==> src/hw/spisb_pkg.sv <==
// shared constants, field layout and carrier types of the serial status and data buffer
package spisb_pkg;
   // register offsets on the local register port
   localparam logic [2:0] SPISB_OFF_CTRL_ONE  = 3'h0; // control_reg_one
   localparam logic [2:0] SPISB_OFF_CTRL_TWO  = 3'h1; // control_reg_two
   localparam logic [2:0] SPISB_OFF_STATUS    = 3'h3; // serial_status, read only
   localparam logic [2:0] SPISB_OFF_DATA_HIGH = 3'h4; // serial_data_high
   localparam logic [2:0] SPISB_OFF_DATA_LOW  = 3'h5; // serial_data_low

   // serial_status bit positions
   localparam int SPISB_ST_RX_COMPLETE = 7;
   localparam int SPISB_ST_TX_EMPTY    = 5;
   localparam int SPISB_ST_MODE_FAULT  = 4;

   // control_reg_one bit positions
   localparam int SPISB_C1_IRQ_ENABLE    = 7;
   localparam int SPISB_C1_TX_IRQ_ENABLE = 5;
   localparam int SPISB_C1_MASTER_SELECT = 4;

   // control_reg_two bit positions
   localparam int SPISB_C2_WIDTH_SELECT     = 6;
   localparam int SPISB_C2_MODE_FAULT_ENABLE = 4;

   // reset values
   localparam logic [7:0]  SPISB_CTRL_ONE_RST = 8'h00;
   localparam logic [7:0]  SPISB_CTRL_TWO_RST = 8'h00;
   localparam logic [15:0] SPISB_DATA_RST     = 16'h0000;
   localparam logic        SPISB_TX_EMPTY_RST = 1'b1;

   // word lengths handed to the shift engine
   localparam logic [4:0] SPISB_BITS_NARROW = 5'h08;
   localparam logic [4:0] SPISB_BITS_WIDE   = 5'h10;

   // events coming back from the shift engine
   typedef struct packed {
      logic        start; // a transmission begins
      logic        done;  // a transmission ended, word below is valid
      logic [15:0] word;  // received word, right aligned
   } spisb_rx_s;

   // queued word offered to the shift engine
   typedef struct packed {
      logic        valid; // a word is waiting to be sent
      logic [15:0] word;  // word to send
      logic [4:0]  bits;  // bit positions per transfer
   } spisb_tx_s;
endpackage

==> src/hw/spisb_core.sv <==
// status flags, data register and receive buffering of the serial peripheral
//
// Contract
// - receive flag set when word reaches data
// - transmit empty flag high while buffer free
// - mode fault on select low as master
// - mode fault cleared: status read, control write
// - status at offset three, writes ignored
// - narrow width: status read then low read
// - status read then low write clears empty
// - data writes ignored while buffer full
// - high writes keep empty flag unchanged
// - data high four, low five, reset zero
// - queued word offered straight after the low write
// - free flag: move word, set flag
// - busy flag: second word waits in shifter
// - serviced early: waiting word moves, flag stays
// - serviced late: waiting word is discarded
// - word length follows width select
// - mode fault with enable requests interrupt
`timescale 1ns/1ns
module spisb_core
   import spisb_pkg::*;
(
   input  wire logic       core_clk,     // bus clock
   input  wire logic       rst_n,        // synchronous reset, active low
   input  wire logic [2:0] reg_addr,     // register offset
   input  wire logic [7:0] reg_wdata,    // write data
   input  wire logic       reg_wr,       // write strobe
   input  wire logic       reg_rd,       // read strobe
   output logic      [7:0] reg_rdata,    // read data, cycle after strobe
   input  wire spisb_rx_s  eng_rx,       // events from the shift engine
   input  wire logic       eng_tx_take,  // engine took the queued word
   output spisb_tx_s       eng_tx,       // queued word to the engine
   input  wire logic       ss_n_pin,     // slave select pin, active low
   output logic            master_mode,  // master selected
   output logic            irq           // interrupt request, active high
);

   // control registers
   logic [7:0]  ctrl_one_q;         // control_reg_one
   logic [7:0]  ctrl_two_q;         // control_reg_two
   // flags
   logic        rx_complete_flag_q; // receive complete
   logic        tx_empty_flag_q;    // transmit buffer free
   logic        mode_fault_flag_q;  // mode fault seen
   // arming of the clearing sequences, set by a status read
   logic        rx_armed_q;         // status read saw receive flag
   logic        tx_armed_q;         // status read saw empty flag
   logic        mf_armed_q;         // status read saw mode fault
   // data path
   logic [15:0] rx_data_q;          // received data shown to software
   logic [15:0] rx_wait_q;          // word held back in the shifter
   logic        rx_wait_valid_q;    // held word still good
   logic        rx_wait_old_q;      // a transmission began since it arrived
   logic [7:0]  tx_high_q;          // staged high byte
   logic [15:0] tx_word_q;          // queued word
   logic        tx_valid_q;         // queued word waiting
   // select pin synchroniser
   logic        ss_meta_q;          // first stage, read only by second
   logic        ss_sync_q;          // synchronised select level

   // decoded strobes
   logic        wr_ctrl_one;
   logic        wr_ctrl_two;
   logic        wr_high;
   logic        wr_low;
   logic        rd_status;
   logic        rd_low;
   logic        wide;
   logic        rx_clear;
   logic        mf_detect;
   logic        tx_load;
   logic [7:0]  status_val;

   // address match, shared by every strobe decode
   function automatic logic hit(input logic [2:0] a, input logic [2:0] off);
      return a == off;
   endfunction

   assign wr_ctrl_one = reg_wr && hit(reg_addr, SPISB_OFF_CTRL_ONE);
   assign wr_ctrl_two = reg_wr && hit(reg_addr, SPISB_OFF_CTRL_TWO);
   // data writes while the buffer is full fall on the floor
   assign wr_high     = reg_wr && hit(reg_addr, SPISB_OFF_DATA_HIGH) && tx_empty_flag_q;
   assign wr_low      = reg_wr && hit(reg_addr, SPISB_OFF_DATA_LOW) && tx_empty_flag_q;
   assign rd_status   = reg_rd && hit(reg_addr, SPISB_OFF_STATUS);
   assign rd_low      = reg_rd && hit(reg_addr, SPISB_OFF_DATA_LOW);
   assign wide        = ctrl_two_q[SPISB_C2_WIDTH_SELECT];

   // only the low byte read finishes the receive sequence, in both widths
   assign rx_clear    = rd_low && rx_armed_q && rx_complete_flag_q;
   // only the low byte write finishes the transmit sequence
   assign tx_load     = wr_low && tx_armed_q;

   // mode fault needs master, detection on and select pulled low
   assign mf_detect   = ctrl_one_q[SPISB_C1_MASTER_SELECT] && ctrl_two_q[SPISB_C2_MODE_FAULT_ENABLE]
                        && !ss_sync_q;

   // status image, unused bits read zero
   always_comb begin
      status_val = 8'h00;
      status_val[SPISB_ST_RX_COMPLETE] = rx_complete_flag_q;
      status_val[SPISB_ST_TX_EMPTY]    = tx_empty_flag_q;
      status_val[SPISB_ST_MODE_FAULT]  = mode_fault_flag_q;
   end

   // select pin passes two flops before use
   always_ff @(posedge core_clk) begin
      if (!rst_n) begin
         ss_meta_q <= 1'b1;
         ss_sync_q <= 1'b1;
      end else begin
         ss_meta_q <= ss_n_pin;
         ss_sync_q <= ss_meta_q;
      end
   end

   // control_reg_one; a mode fault drops master select
   always_ff @(posedge core_clk) begin
      if (!rst_n) begin
         ctrl_one_q <= SPISB_CTRL_ONE_RST;
      end else begin
         if (wr_ctrl_one) begin
            ctrl_one_q <= reg_wdata;
         end
         // fault forces slave, even over a same-cycle write
         if (mf_detect) begin
            ctrl_one_q[SPISB_C1_MASTER_SELECT] <= 1'b0;
         end
      end
   end

   // control_reg_two
   always_ff @(posedge core_clk) begin
      if (!rst_n) begin
         ctrl_two_q <= SPISB_CTRL_TWO_RST;
      end else if (wr_ctrl_two) begin
         ctrl_two_q <= reg_wdata;
      end
   end

   // arming: a status read records which flags it saw
   always_ff @(posedge core_clk) begin
      if (!rst_n) begin
         rx_armed_q <= 1'b0;
         tx_armed_q <= 1'b0;
         mf_armed_q <= 1'b0;
      end else begin
         if (rd_status) begin
            rx_armed_q <= rx_complete_flag_q;
            tx_armed_q <= tx_empty_flag_q;
            mf_armed_q <= mode_fault_flag_q;
         end else begin
            // a finished sequence disarms, so a second access does nothing
            if (rx_clear) begin
               rx_armed_q <= 1'b0;
            end
            if (tx_load) begin
               tx_armed_q <= 1'b0;
            end
            if (wr_ctrl_one) begin
               mf_armed_q <= 1'b0;
            end
         end
      end
   end

   // mode fault flag, set beats clear
   always_ff @(posedge core_clk) begin
      if (!rst_n) begin
         mode_fault_flag_q <= 1'b0;
      end else if (mf_detect) begin
         mode_fault_flag_q <= 1'b1;
      end else if (wr_ctrl_one && mf_armed_q) begin
         mode_fault_flag_q <= 1'b0;
      end
   end

   // receive flag and data register
   always_ff @(posedge core_clk) begin
      if (!rst_n) begin
         rx_complete_flag_q <= 1'b0;
         rx_data_q          <= SPISB_DATA_RST;
      end else begin
         if (eng_rx.done && (!rx_complete_flag_q || rx_clear)) begin
            // free or freed this cycle: the new word goes straight up
            rx_data_q          <= wide ? eng_rx.word : {8'h00, eng_rx.word[7:0]};
            rx_complete_flag_q <= 1'b1;
         end else if (rx_clear && rx_wait_valid_q && !rx_wait_old_q) begin
            // early service promotes the held word and keeps the flag
            rx_data_q          <= rx_wait_q;
            rx_complete_flag_q <= 1'b1;
         end else if (rx_clear) begin
            rx_complete_flag_q <= 1'b0;
         end
      end
   end

   // held word in the receive shifter
   always_ff @(posedge core_clk) begin
      if (!rst_n) begin
         rx_wait_q       <= SPISB_DATA_RST;
         rx_wait_valid_q <= 1'b0;
         rx_wait_old_q   <= 1'b0;
      end else begin
         if (eng_rx.done && rx_complete_flag_q && !rx_clear) begin
            // second word while the flag is busy: keep it below
            rx_wait_q       <= wide ? eng_rx.word : {8'h00, eng_rx.word[7:0]};
            rx_wait_valid_q <= 1'b1;
            rx_wait_old_q   <= 1'b0;
         end else if (rx_clear) begin
            // promoted or stale, either way it leaves the shifter
            rx_wait_valid_q <= 1'b0;
         end else if (eng_rx.start && rx_wait_valid_q) begin
            // the shifter is reused, the held word is lost
            rx_wait_old_q   <= 1'b1;
            rx_wait_valid_q <= 1'b0;
         end
      end
   end

   // transmit staging and empty flag
   always_ff @(posedge core_clk) begin
      if (!rst_n) begin
         tx_high_q       <= 8'h00;
         tx_word_q       <= SPISB_DATA_RST;
         tx_valid_q      <= 1'b0;
         tx_empty_flag_q <= SPISB_TX_EMPTY_RST;
      end else begin
         if (wr_high) begin
            tx_high_q <= reg_wdata;
         end
         if (tx_load) begin
            // lone low write sends whatever high byte is staged
            tx_word_q       <= {tx_high_q, reg_wdata};
            tx_valid_q      <= 1'b1;
            tx_empty_flag_q <= 1'b0;
         end else if (eng_tx_take && tx_valid_q) begin
            tx_valid_q      <= 1'b0;
            tx_empty_flag_q <= 1'b1;
         end
      end
   end

   // register read port, data stands one cycle after the strobe
   always_ff @(posedge core_clk) begin
      if (!rst_n) begin
         reg_rdata <= 8'h00;
      end else if (reg_rd) begin
         unique case (reg_addr)
            SPISB_OFF_CTRL_ONE:  reg_rdata <= ctrl_one_q;
            SPISB_OFF_CTRL_TWO:  reg_rdata <= ctrl_two_q;
            SPISB_OFF_STATUS:    reg_rdata <= status_val;
            SPISB_OFF_DATA_HIGH: reg_rdata <= rx_data_q[15:8];
            SPISB_OFF_DATA_LOW:  reg_rdata <= rx_data_q[7:0];
            default:             reg_rdata <= 8'h00; // unmapped reads zero
         endcase
      end else begin
         reg_rdata <= 8'h00;
      end
   end

   // engine offer: valid holds until taken, engine starts at once as master
   always_comb begin
      eng_tx.valid = tx_valid_q;
      eng_tx.word  = tx_word_q;
      eng_tx.bits  = wide ? SPISB_BITS_WIDE : SPISB_BITS_NARROW;
   end

   assign master_mode = ctrl_one_q[SPISB_C1_MASTER_SELECT];

   // one request line, each flag gated by its enable
   assign irq = (ctrl_one_q[SPISB_C1_IRQ_ENABLE] && (mode_fault_flag_q || rx_complete_flag_q))
                || (ctrl_one_q[SPISB_C1_TX_IRQ_ENABLE] && tx_empty_flag_q);

endmodule

==> config.mk <==
export PLATFORM = sky130hd
export DESIGN_NAME = spisb_core
export DESIGN_NICKNAME = d
export VERILOG_FILES = /design/src/hw/spisb_pkg.sv /design/src/hw/spisb_core.sv
export SDC_FILE = /design/constraint.sdc
export NUM_CORES = 1
export LEC_CHECK = 0
export BUFFER_PORTS_ARGS = -buffer_cell sky130_fd_sc_hd__buf_2
export CORE_MARGIN = 5
export CORE_UTILIZATION = 38
export CTS_BUF_LIST = sky130_fd_sc_hd__clkbuf_8
export CTS_CLUSTER_DIAMETER = 60
export DETAILED_ROUTE_END_ITERATION = 8
export MAX_ROUTING_LAYER = met4
export PLACE_DENSITY = 0.64
export SLEW_MARGIN = 40
export SYNTH_ARGS = -nofsm -noshare
export SYNTH_HDL_FRONTEND = slang
export SYNTH_SLANG_ARGS = --single-unit
==> constraint.sdc <==
create_clock -name core_clk -period 1.6 [get_ports core_clk]
set_input_delay 0.24 -clock core_clk [delete_from_list [all_inputs] [get_ports core_clk]]
set_output_delay 0.24 -clock core_clk [all_outputs]
set_load 0.02 [all_outputs]
==> results.yml <==
synth:
  avgSynthCellArea_um2: 9.183
  ys_seq_area_share_pct: 46.13
  yosysTopAreaCell: "dfxtp_1"
  syn-cell-area_um2: 3949
  synth.distinct_cells: 49
  synth_top_cells_by_area: "dfxtp_1, nand2_1, a21boi_0"
  synth_top_area_share_pct: 46.13
  netlist_instances: 430
  yosys-top-cells-count: "nand2_1, dfxtp_1, a21boi_0"
  synthFlopType: "dfxtp_1"
  ys_warn_count: 0
  synth_enable_flop_cells: 0
  synth-seq-cells: 91
  synthArstFlopShare_pct: 0
  yosysMostFrequentCell: "nand2_1"
floorplanning:
  start_util_pct: 38.60
  die_y_um: 111.9
  die-area_um2: 12530
  die_w_um: 111.9
  pin_count: 67
  core_um2: 10230
  rows: 37
setup_path:
  crit_arrival_ns: 1.26
  crit_chain: "buf_4 -> o21ai_0 -> nand2_1 -> buf_2"
  slowest_stage: "dfxtp_1"
  worstPathRequired_ns: 1.36
  path_max_fanout: 8
  path_delay_family: "flip-flops"
  critPathMaxStageDelay_ns: 0.32
  crit_path_start_kind: "flop"
  crit_type: "reg2out"
  crit_path_end_kind: "primary output"
  worst-path-buf-inv: 2
  worstRegToRegCells: 4
  path_depth: 4
global_route:
  grt.total_usage_pct: 14.68
  grt_pass1_wl_mm: 14.74
  grt_max_degree: 46
  antenna_found_initial: 0
  grt_pass1_vias: 2977
  overflow: 0
drt:
  m1WireLength_mm: 4.136
  drtPass1Iterations: 4
  viasPerCell: 4.957
  drt-wirelength-per-cell_um: 13.85
  drt-total-wl_mm: 8.765
  maxUsedRoutingLayer: "met4"
  drtIter0Drc: 110
  vias: 3138
  wl_met2_mm: 4.024
  route.detailed.drc: 0
  wl_met3_um: 462
  ant_nets: 0
status:
  status: "completed"
cts:
  h-tree-depth: 3
  cts_buffer_depth: 2
  cts_buffers: 9
  cts_tree: "done"
  path_clk_slew_ns: 0.09
  post_cts_buffers: 0
  cts_hold_buf: 0
  clock_latency_ns: 0.36
  cts-root-buf: "clkbuf_8"
  cts.repair.resized: 1
  clock-sinks: 91
final_layout:
  fillers: 1010
  multi_input_area_um2: 1939
  n_antenna_cell: 0
  instances_no_fill: 633
  areaGrowthSynthToFinish_pct: 18.35
  nets: 527
  layout-drive-gt1-share_pct: 25.35
  regArea_um2: 1823
job:
  cap_violations: 0
sta:
  clock_skew_ns: 0.01124
  fmax_mhz: 668.5
  final.min_clock_period_ns: 1.496
  hold_violations: 0
  rsz0062_at_grt: "false"
  fin_setup_tns_ns: 0
  period_share_pct: 93.50
  finalMaxSlewViolations: 0
  setup_viol: 0
pwr:
  powerDensity_nw_per_um2: 944.4
  vdd_drop_max_uv: 465.7
  p_leak_nw: 1.774
  fin_total_pwr_mw: 4.414
place:
  io_buffers: 63
  placed_cells: 617
  gp_congestion: 0.8286
  dp_hpwl_mm: 6.521
worst_hold_path:
  hold_depth: 2
  hp-class: "in2reg"
==> state kept, by name, summed over array words and instances, names as in the netlist, 8 cells and up <==
name	count
rx_wait_q	16
ctrl_one_q	8
rx_data_q	16
reg_rdata	8
tx_high_q	8
tx_word_q	16
ctrl_two_q	8
==> layout by cell type, fill, tap and decap left out, types with 9 or more instances in the layout <==
cell type  instances
nand2_1          109
dfxtp_1           90
buf_2             63
a21boi_0          23
o21ai_0           19
buf_4             17
nor2b_1           16
nand3_1           14
a21boi_1          13
clkbuf_8           9
==> stage by stage <==
stage	utilization (%)	cell area, um^2	hold WS (ns)	setup WS, ns
floorplan	-	3956	0.3415	0.2425
global placement	43.65	4466	0.3969	0.1746
detailed placement	43.65	4466	0.4034	0.1163
CTS	45.68	4673	0.04314	0.07748
finish	45.68	4673	0.06341	0.1041
global route	45.68	4673	0.07483	0.01296
==> power by group <==
| group | internal [mW] | switching, mW | leakage [nW] | total, mW |
|---|---|---|---|---|
| logic | 0.208 | 0.228 | 0.936 | 0.436 |
| clock network | 0.749 | 0.856 | 0.0988 | 1.61 |
| registers | 2.33 | 0.0435 | 0.739 | 2.37 |
| total | 3.29 | 1.13 | 1.77 | 4.41 |
==> logic make-up (layout without fill, tap and decap cells) <==
logic type             count (synthesis)  count (layout)  synth area share, %
AO/OA/AOI/OAI                        102             102                19.99
buffers and inverters                 38             103                4.943
flip-flops                            91              91                46.13
multiplexers                          16              16                6.020
other                                  1               3              0.09497
AND/OR/NAND/NOR                      182             182                22.81
==> layer usage <==
metal / global-route usage, % / vias up
met4: 4.647 / 0
met1: 19.07 / 1438
met2: 22.54 / 71
met3: 3.696 / 13
met5: - / -
li1: - / 1616
==> worst paths after layout <==
check,startpoint,to,slack [ns]
max,rx_complete_flag_q,irq,0.10
min reg2reg,ss_meta_q,ss_sync_q,0.42
max reg2reg,rx_wait_old_q,rx_data_q[6],0.14
min,ss_n_pin,ss_meta_q,0.06
==> worst reg2reg max path, stage by stage, from the launching register on <==
cell and delay (ns):
dfxtp_1 0.33, nand4bb_1 0.32, o221ai_1 0.41, nor3_2 0.08
o2bb2a_4 0.22
==> layout make-up <==
class                   instances  share of cell area, %
multi-input cells             303                  41.50
flip-flops and latches         91                  39.01
repair buffers                 84                  11.19
well taps                     136                  3.641
clock buffers                   9                  2.651
clock inverters                 7                  1.767
inverters                       3                 0.2410
No activity file was read; power rests on OpenSTA's default activity.
